### src/rtl/sio_pkg.sv
package sio_pkg;
	// Operation codes of the bit-serial channel
	typedef enum logic [2:0]
	{
		OP_SET_ONE,
		OP_SET_ZERO,
		OP_TEST,
		OP_LOAD,
		OP_STORE
	} op_e;

	localparam int ADDR_W         = 15;
	localparam int BASE_LSB       = 3;
	localparam int BASE_MSB       = 14;
	localparam int BASE_W         = 12;
	localparam int DISP_W         = 8;
	localparam int COUNT_W        = 5;
	localparam int MAX_BITS       = 16;
	localparam int PHASES         = 4;
	localparam int BIT_PHASES     = 8;
	localparam int STROBE_START   = 4;
	localparam int STROBE_PHASES  = 2;
	// Late in the slot: the peripheral answer is registered, then synchronised
	localparam int SAMPLE_PHASE   = 6;
	localparam int STATUS_EQ_BIT  = 2;
	localparam int FIFO_DEPTH     = 32;
	localparam logic [BASE_W-1:0] SERIAL_LO_BASE  = 12'h040;
	localparam logic [BASE_W-1:0] SERIAL_HI_BASE  = 12'h050;
	localparam logic [BASE_W-1:0] MASK_TIMER_BASE = 12'h080;
	localparam logic [BASE_W-1:0] PARALLEL_BASE   = 12'h090;
	localparam int BLOCK_BITS     = 16;
endpackage

### src/rtl/sio_bus_if.sv
`timescale 1ns/100ps
`default_nettype none
// Shared address bus plus the bit-serial data group
interface sio_bus_if;
	logic [14:0] addr;
	logic        memory_cycle_enable;
	logic        io_cycle;
	logic        serial_out_line;
	logic        serial_out_strobe;
	logic        serial_in_line;

	modport cpu
	(
		output addr,
		output memory_cycle_enable,
		output io_cycle,
		output serial_out_line,
		output serial_out_strobe,
		input  serial_in_line
	);
	modport periph
	(
		input  addr,
		input  memory_cycle_enable,
		input  io_cycle,
		input  serial_out_line,
		input  serial_out_strobe,
		output serial_in_line
	);
endinterface
`default_nettype wire

### src/rtl/sio_cpu_end.sv
`timescale 1ns/100ps
`default_nettype none
// What this block does
// - One serial input and one output line
// - Strobe pulses mark each output bit
// - Address bus shared, told apart by controls
// - I/O drives bits 0-11, top three zero
// - Memory cycles drive bits 0-14 only
// - Base is base register bits 1-12
// - Single-bit address adds sign-extended displacement
// - Bit address placed at instruction start
// - Multi-bit ops start at base unchanged
// - Base equals register value halved, top dropped
// - Timing derived from the system clock
// - Serial interface at 0040 and 0050
// - Mask/timer at 0080, parallel at 0090
// - Address five cycles, two-cycle strobe, late sample
// - Multi-bit address increments per bit
// - Test bit copies input to equal flag
module sio_cpu_end
(
	input  wire logic                       sys_clk,
	input  wire logic                       reset,
	sio_bus_if.cpu                          bus,
	input  wire logic                       cmd_valid,
	output logic                            cmd_ready,
	input  wire sio_pkg::op_e               cmd_op,
	input  wire logic [15:0]                cmd_base_reg,
	input  wire logic [7:0]                 cmd_disp,
	input  wire logic [4:0]                 cmd_count,
	input  wire logic [15:0]                cmd_data,
	input  wire logic                       mem_req,
	input  wire logic [15:0]                mem_addr,
	output logic                            mem_byte_sel,
	output logic [15:0]                     rd_data,
	output logic                            rd_valid,
	input  wire logic                       rd_ready,
	output logic                            equal_flag,
	output logic                            busy
);
	typedef enum logic [1:0] {IDLE, XFER, PUSH} state_e;

	state_e            state_r;
	sio_pkg::op_e      op_r;
	logic [11:0]       addr_r;
	logic [4:0]        left_r;
	logic [3:0]        idx_r;
	logic [15:0]       data_r;
	logic [2:0]        phase_r;
	logic [14:0]       bus_addr_r;
	logic              io_r;
	logic              mem_r;
	logic              out_r;
	logic              strobe_r;
	logic              eq_r;
	logic              byte_r;
	logic              in_s1_r;
	logic              in_s2_r;
	logic              fifo_in_ready;
	logic              single;
	logic [11:0]       hw_base;
	logic [11:0]       disp_ext;
	logic [11:0]       first_addr;
	logic [4:0]        count_eff;
	logic              is_out;
	logic              strobe_on;
	logic              sample_now;
	logic              bit_done;

	// Base from register bits 1-12, i.e. value halved, top dropped
	assign hw_base    = cmd_base_reg[12:1];
	assign disp_ext   = {{4{cmd_disp[7]}}, cmd_disp};
	assign single     = cmd_op == sio_pkg::OP_SET_ONE ||
		cmd_op == sio_pkg::OP_SET_ZERO || cmd_op == sio_pkg::OP_TEST;
	assign first_addr = single ? hw_base + disp_ext : hw_base;
	// A count of zero means a full block of sixteen
	assign count_eff  = single ? 5'h01 :
		(cmd_count == 5'h00 || cmd_count > 5'h10) ? 5'h10 : cmd_count;
	assign is_out     = op_r != sio_pkg::OP_TEST && op_r != sio_pkg::OP_STORE;
	assign strobe_on  = is_out && (phase_r == 3'(sio_pkg::STROBE_START) ||
		phase_r == 3'(sio_pkg::STROBE_START + 1));
	// Sampling early would read the previous address through the lag
	assign sample_now = phase_r == 3'(sio_pkg::SAMPLE_PHASE);
	assign bit_done   = phase_r == 3'(sio_pkg::BIT_PHASES - 1);
	assign cmd_ready  = state_r == IDLE && !mem_req;
	assign busy       = state_r != IDLE;

	// Bus outputs: one address bus, cycle kind told by controls
	assign bus.addr                = bus_addr_r;
	assign bus.io_cycle            = io_r;
	assign bus.memory_cycle_enable = mem_r;
	assign bus.serial_out_line     = out_r;
	assign bus.serial_out_strobe   = strobe_r;
	assign mem_byte_sel            = byte_r;
	assign equal_flag              = eq_r;

	// Two-flop synchroniser on the serial input
	always_ff @(posedge sys_clk)
	begin
		in_s1_r <= bus.serial_in_line;
		in_s2_r <= in_s1_r;
	end

	// Sequencer: each bit takes eight phases, one clock cycle each
	always_ff @(posedge sys_clk)
	begin
		if (reset)
		begin
			state_r    <= IDLE;
			op_r       <= sio_pkg::OP_TEST;
			addr_r     <= '0;
			left_r     <= '0;
			idx_r      <= '0;
			data_r     <= '0;
			phase_r    <= '0;
			bus_addr_r <= '0;
			io_r       <= 1'b0;
			mem_r      <= 1'b0;
			out_r      <= 1'b0;
			strobe_r   <= 1'b0;
			eq_r       <= 1'b0;
			byte_r     <= 1'b0;
		end
		else
		begin
			case (state_r)
				IDLE:
				begin
					strobe_r <= 1'b0;
					io_r     <= 1'b0;
					mem_r    <= mem_req;
					if (mem_req)
					begin
						bus_addr_r <= mem_addr[15:1];
						byte_r     <= mem_addr[0];
					end
					else if (cmd_valid)
					begin
						op_r       <= cmd_op;
						addr_r     <= first_addr;
						left_r     <= count_eff;
						idx_r      <= '0;
						data_r     <= cmd_op == sio_pkg::OP_STORE ? 16'h0000 :
							cmd_data;
						phase_r    <= '0;
						bus_addr_r <= {3'b000, first_addr};
						io_r       <= 1'b1;
						state_r    <= XFER;
					end
				end
				XFER:
				begin
					phase_r  <= phase_r + 3'h1;
					strobe_r <= strobe_on;
					case (op_r)
						sio_pkg::OP_SET_ONE:  out_r <= 1'b1;
						sio_pkg::OP_SET_ZERO: out_r <= 1'b0;
						sio_pkg::OP_LOAD:     out_r <= data_r[idx_r];
						default:              out_r <= out_r;
					endcase
					if (sample_now && op_r == sio_pkg::OP_TEST)
						eq_r <= in_s2_r;
					if (sample_now && op_r == sio_pkg::OP_STORE)
						data_r[idx_r] <= in_s2_r;
					if (bit_done)
					begin
						left_r     <= left_r - 5'h01;
						idx_r      <= idx_r + 4'h1;
						addr_r     <= addr_r + 12'h001;
						bus_addr_r <= {3'b000, addr_r + 12'h001};
						if (left_r == 5'h01)
						begin
							io_r    <= 1'b0;
							state_r <= op_r == sio_pkg::OP_STORE ? PUSH : IDLE;
						end
					end
				end
				PUSH:
				begin
					if (fifo_in_ready)
						state_r <= IDLE;
				end
				default:
					state_r <= IDLE;
			endcase
		end
	end

	// Stored words queue toward the user and stall on full
	sio_fifo #(.WIDTH(16), .DEPTH(sio_pkg::FIFO_DEPTH)) i_sio_fifo
	(
		.sys_clk   (sys_clk),
		.reset     (reset),
		.in_data   (data_r),
		.in_valid  (state_r == PUSH),
		.in_ready  (fifo_in_ready),
		.out_data  (rd_data),
		.out_valid (rd_valid),
		.out_ready (rd_ready)
	);
endmodule
`default_nettype wire

### src/rtl/sio_fifo.sv
`timescale 1ns/100ps
`default_nettype none
module sio_fifo
#(
	parameter int WIDTH = 16,
	parameter int DEPTH = 32
)
(
	input  wire logic             sys_clk,
	input  wire logic             reset,
	input  wire logic [WIDTH-1:0] in_data,
	input  wire logic             in_valid,
	output logic                  in_ready,
	output logic [WIDTH-1:0]      out_data,
	output logic                  out_valid,
	input  wire logic             out_ready
);
	localparam int AW = $clog2(DEPTH);

	// Wrap-around pointers need a power-of-two depth
	if (DEPTH < 2 || (1 << AW) != DEPTH || WIDTH < 1)
	begin : g_bad_param
		$error("bad depth");
	end

	logic [WIDTH-1:0] mem [DEPTH];
	logic [AW:0]      wr_r;
	logic [AW:0]      rd_r;
	wire              push;
	wire              pop;

	// Full and empty from the extra pointer bit
	assign in_ready  = (wr_r - rd_r) != (AW+1)'(DEPTH);
	assign out_valid = wr_r != rd_r;
	assign push      = in_valid && in_ready;
	assign pop       = out_valid && out_ready;
	assign out_data  = mem[rd_r[AW-1:0]];

	// Pointer and storage update
	always_ff @(posedge sys_clk)
	begin
		if (reset)
		begin
			wr_r <= '0;
			rd_r <= '0;
		end
		else
		begin
			if (push)
				wr_r <= wr_r + 1'b1;
			if (pop)
				rd_r <= rd_r + 1'b1;
		end
		if (push)
			mem[wr_r[AW-1:0]] <= in_data;
	end
endmodule
`default_nettype wire

### src/flat_wrapper.sv
// flat-port wrapper written by rule: the top's interface ports become plain ports
module sio_cpu_end_flat 
  (sys_clk, reset, cmd_valid, cmd_ready, cmd_op, cmd_base_reg, cmd_disp, cmd_count, cmd_data, mem_req, mem_addr, mem_byte_sel, rd_data, rd_valid, rd_ready, equal_flag, busy, bus_addr, bus_memory_cycle_enable, bus_io_cycle, bus_serial_out_line, bus_serial_out_strobe, bus_serial_in_line);
  sio_bus_if bus_i ();
  input  wire logic sys_clk;
  input  wire logic reset;
  input  wire logic cmd_valid;
  output logic cmd_ready;
  input  wire sio_pkg::op_e cmd_op;
  input  wire logic [15:0] cmd_base_reg;
  input  wire logic [7:0] cmd_disp;
  input  wire logic [4:0] cmd_count;
  input  wire logic [15:0] cmd_data;
  input  wire logic mem_req;
  input  wire logic [15:0] mem_addr;
  output logic mem_byte_sel;
  output logic [15:0] rd_data;
  output logic rd_valid;
  input  wire logic rd_ready;
  output logic equal_flag;
  output logic busy;
  output wire logic [$bits(bus_i.addr)-1:0] bus_addr;
  output wire logic [$bits(bus_i.memory_cycle_enable)-1:0] bus_memory_cycle_enable;
  output wire logic [$bits(bus_i.io_cycle)-1:0] bus_io_cycle;
  output wire logic [$bits(bus_i.serial_out_line)-1:0] bus_serial_out_line;
  output wire logic [$bits(bus_i.serial_out_strobe)-1:0] bus_serial_out_strobe;
  input wire logic [$bits(bus_i.serial_in_line)-1:0] bus_serial_in_line;
  assign bus_addr = bus_i.addr;
  assign bus_memory_cycle_enable = bus_i.memory_cycle_enable;
  assign bus_io_cycle = bus_i.io_cycle;
  assign bus_serial_out_line = bus_i.serial_out_line;
  assign bus_serial_out_strobe = bus_i.serial_out_strobe;
  assign bus_i.serial_in_line = bus_serial_in_line;
  sio_cpu_end u_core (.sys_clk(sys_clk), .reset(reset), .bus(bus_i), .cmd_valid(cmd_valid), .cmd_ready(cmd_ready), .cmd_op(cmd_op), .cmd_base_reg(cmd_base_reg), .cmd_disp(cmd_disp), .cmd_count(cmd_count), .cmd_data(cmd_data), .mem_req(mem_req), .mem_addr(mem_addr), .mem_byte_sel(mem_byte_sel), .rd_data(rd_data), .rd_valid(rd_valid), .rd_ready(rd_ready), .equal_flag(equal_flag), .busy(busy));
endmodule
### config.mk
export PLATFORM = sky130hd
export DESIGN_NAME = sio_cpu_end_flat
export DESIGN_NICKNAME = d
export VERILOG_FILES = /design/src/rtl/sio_pkg.sv /design/src/rtl/sio_bus_if.sv /design/src/rtl/sio_cpu_end.sv /design/src/rtl/sio_fifo.sv /design/src/flat_wrapper.sv
export SDC_FILE = /design/constraint.sdc
export NUM_CORES = 1
export LEC_CHECK = 0
export ABC_CLOCK_PERIOD_IN_PS = 6910
export BUFFER_PORTS_ARGS = -buffer_cell sky130_fd_sc_hd__buf_4
export CAP_MARGIN = 20
export CORE_MARGIN = 1.5
export CORE_UTILIZATION = 69
export CTS_BUF_LIST = sky130_fd_sc_hd__clkbuf_2 sky130_fd_sc_hd__clkbuf_4 sky130_fd_sc_hd__clkbuf_8
export DETAILED_ROUTE_END_ITERATION = 10
export GPL_ROUTABILITY_DRIVEN = 1
export PLACE_DENSITY = 0.88
export SYNTH_ARGS = -nofsm -noshare
export SYNTH_HDL_FRONTEND = slang
export SYNTH_HIERARCHICAL = 1
export SYNTH_SLANG_ARGS = --single-unit
### constraint.sdc
create_clock -name sys_clk -period 6.91 [get_ports sys_clk]
set_input_delay 0.691 -clock sys_clk [delete_from_list [all_inputs] [get_ports sys_clk]]
set_output_delay 0.691 -clock sys_clk [all_outputs]
set_load 0.1 [all_outputs]
==> summary.txt <==
Run status
  • Status: finished with violations
  • Failing checks: DRC

Route
  • DRT Pass-1 Iters: 9
  • Number of vias per cell: 7.07
  • Final ANT Viol Nets: 0
  • First DRT Iteration DRCs: 2311
  • Final WL: 66.0 mm
  • DR WL/cell: 30.0 um
  • Vias after detailed routing: 15.5k
  • # DRC: 2

Finish
  • Most frequent cells in the layout: 512 x edfxtp_1, 165 x mux4_2, 146 x buf_4
  • Syn-to-layout area delta: 13.7%
  • Most common cell after layout, fill and taps aside: edfxtp_1
  • Diodes inserted: 0
  • Layout cells sized above 1: 29.4%
  • Final nets: 1768

Timing
  • Hold Vio Cnt, Final: 0
  • Relative slew slack: 24.2%
  • Worst hold margin: 161 ps
  • Slew @ Worst Pin: 1140 ps
  • Final setup skew: 39.4 ps
  • Fmax: 0.221 GHz
  • Final setup vio count: 0
  • RSZ-0062 raised after global routing: false
  • Tmin final: 4530 ps
  • Period utilization: 65.6%
  • Slew Viols, Final: 0
  • Fin Setup TNS: 0 ps

Yosys
  • Post-Syn Area: 25200 um^2
  • Syn Nets: 1597
  • Largest family of logic cells by synthesized area: multiplexers
  • Synth Instances: 1494
  • Ys flop type: edfxtp_1
  • Synth unique cells: 70
  • Seq/Total Area, Yosys: 67.9%
  • Synth Area in Simple Gates: 6.07%
  • Synth Area in XOR/XNOR: 0.801%
  • Async set-reset flop share out of synthesis: 0%
  • Number of flops mapped to enable cells by yosys: 512
  • #FFs+latches synth: 597
  • Adder-cell area share of the yosys netlist: 1.67%
  • Average size of a mapped cell: 16.8 um^2
  • Multiplexer area fraction after synthesis: 15.9%
  • Synth warn: 6
  • Compound-cell area share of the yosys netlist: 5.74%

Power
  • Power Density: 255 nW/um^2
  • Net Switching: 1690 uW
  • Clk pwr share: 39.8%
  • VDD IR-drop max: 0.214 mV
  • Switching share of power: 23.2%
  • Internal: 5610 uW
  • Logic pwr share: 5.6%
  • Flop pwr share: 54.6%
  • Pleak: 0.00961 uW

GRT
  • Largest net degree at the start of global routing: 129
  • Total global-route track usage: 33.0%
  • Antenna violations before repair: 0
  • Number of global-route vias before repair: 15.1k
  • Global route overflow: 0
  • First-pass GRT wire length: 91.6 mm

Clock tree
  • Num Clock Sinks: 597
  • CTS tree: yes
  • CTS root buf: clkbuf_8
  • H-tree Lvls: 3
  • Num CTS Buffers: 90
  • # hold bufs at CTS: 0
  • Worst skew pair latency: 650 ps
  • Post-CTS Resized: 0
  • Post-CTS setup buffers: 0
  • Max clock buf depth: 3
  • Reg clk slew, reported paths: 60 ps

Setup path
  • WP data arrival: 3840 ps
  • Worst R2R Path Depth: 8
  • Critical Path End Type: primary output
  • FF-to-FF End: u_core/i_sio_fifo/mem[20][4]
  • Worst Path Max Fanout: 39
  • R2R Setup Slk: 3180 ps
  • Crit Reg-Reg Startpoint: u_core/i_sio_fifo/wr_r[2]
  • CP startpoint kind: flip-flop
  • CP Class: reg2out
  • Worst path required time: 6220 ps

Floorplan
  • Initial Util: 70.4%
  • # rows: 69
  • Die Footprint: 37600 um^2
  • Die X: 194 um
  • Chip Height: 194 um
  • Ports: 110
  • Core area: 35700 um^2

Place
  • Dpl hpwl: 36.2 mm
  • Final Wtd Congestion: 0.869
  • Port bufs: 105

Worst hold path
  • Worst Hold Endpoint: u_core/in_s1_r
  • Cells on Worst Hold Path: 1
  • Hold Crit Class: in2reg
  • Hold Crit Start: bus_serial_in_line

Job
  • Max_cap viols: 0
layer usage:
metal  global-route usage, %  vias to the layer above  routed length (um)  part of all wire (%)
met5                       0                        -                   0                     0
met4                    10.7                        0                3010                   4.6
met3                    4.47                      206                7050                    11
met2                    55.0                     1297               33200                    50
met1                    46.3                     7681               22700                    34
li1                        -                     6360                   -                     -
worst max-delay path, cell delays in order, from the launching register on:
cell     delay (ps)
dfxtp_4         880
buf_4           590
mux4_2          610
mux4_2          540
mux2_2          300
buf_4           240
logic make-up (layout without fill, tap and decap cells):
family / after synthesis / after routing
flip-flops: 597 / 597
AND/OR/NAND/NOR: 316 / 316
AO/OA/AOI/OAI: 223 / 223
multiplexers: 192 / 192
buffers and inverters: 110 / 355
adder cells (fa/ha/maj): 33 / 33
XOR/XNOR: 23 / 23
registers in the layout (all words and copies together) (netlist names), named ones only:
name and count:
u_core/i_sio_fifo/mem 512, u_core/data_r 16, u_core/bus.addr 15, u_core/addr_r 12, u_core/i_sio_fifo/rd_r 6, u_core/i_sio_fifo/wr_r 6
u_core/left_r 5, u_core/idx_r 4, u_core/op_r 3, u_core/phase_r 3, u_core/state_r 2, u_core/bus.io_cycle 1
u_core/bus.memory_cycle_enable 1, u_core/bus.serial_out_line 1, u_core/bus.serial_out_strobe 1, u_core/equal_flag 1, u_core/in_s1_r 1, u_core/in_s2_r 1
u_core/mem_byte_sel 1
through the flow:
step / instances / power, uW / utilization, % / setup WS [ps] / instance area [um^2]
global placement: 2021 / 4410 / 74.2 / 3050 / 26500
finish: 2200 / 7310 / 80.1 / 2380 / 28600
CTS: 2187 / 7250 / 79.2 / 2340 / 28300
floorplan: 1494 / 4310 / - / 3710 / 25200
global route: 2200 / 7500 / 80.1 / 2170 / 28600
detailed placement: 2021 / 4430 / 74.2 / 3010 / 26500
cells in the mapped netlist, types with 3 or more instances:
cell | number | area (um^2)
dfxtp_1 | 85 | 1700
clkbuf_1 | 44 | 165
nand3b_1 | 5 | 37.5
mux2_2 | 21 | 236
buf_2 | 23 | 115
nor3_1 | 28 | 140
a22oi_1 | 11 | 82.6
o2111ai_1 | 3 | 26.3
o21bai_1 | 6 | 45.0
xor2_1 | 8 | 70.1
nor2b_1 | 10 | 62.6
o21a_1 | 9 | 67.6
edfxtp_1 | 512 | 15400
nor2_1 | 130 | 488
o21ai_0 | 26 | 130
o31a_1 | 3 | 26.3
a221oi_1 | 5 | 43.8
nor4_1 | 4 | 25.0
nand4_1 | 11 | 68.8
buf_1 | 8 | 30.0
and3_1 | 10 | 62.6
xnor2_1 | 15 | 131
a211oi_1 | 28 | 210
ha_1 | 32 | 400
o22ai_1 | 9 | 56.3
nand2_1 | 47 | 176
a21oi_1 | 79 | 395
buf_6 | 3 | 33.8
and2_1 | 3 | 18.8
or3_1 | 10 | 62.6
a21o_1 | 8 | 60.1
a311oi_1 | 3 | 26.3
buf_4 | 4 | 30.0
a31oi_1 | 5 | 31.3
mux4_2 | 165 | 3720
nand2b_1 | 8 | 50.1
nand3_1 | 32 | 160
mux2i_1 | 6 | 60.1
inv_1 | 28 | 105
o211ai_1 | 6 | 45.0
o21ai_1 | 5 | 25.0
power groups by stage:
stage / combinational, uW / sequential, uW / clock, uW
finish: 409 / 3990 / 2910
global route: 432 / 3990 / 3080
CTS: 335 / 4020 / 2890
detailed placement: 332 / 4100 / 0
global placement: 322 / 4090 / 0
floorplan: 170 / 4140 / 0
worst max-delay path by stage:
stage / from / end / slack, ps
6_report: flip-flop / rd_data[13] / 2380
5_1_grt: flip-flop / rd_data[13] / 2170
4_1_cts: flip-flop / rd_data[13] / 2340
3_5_place_dp: flip-flop / rd_data[13] / 3010
3_3_place_gp: flip-flop / rd_data[8] / 3050
2_1_floorplan: u_core/state_r[0] / cmd_ready / 3710
final cells by class:
| class | count | area, um^2 |
|---|---|---|
| fill | 1719 | 7120 |
| inverter | 28 | 105 |
| tap | 461 | 577 |
| clock buffer | 130 | 1600 |
| clock inverter | 36 | 198 |
| timing repair buffer | 161 | 1440 |
| sequential | 597 | 17100 |
| multi-input combinational | 787 | 7610 |
Power figures use the tool's default switching activity.
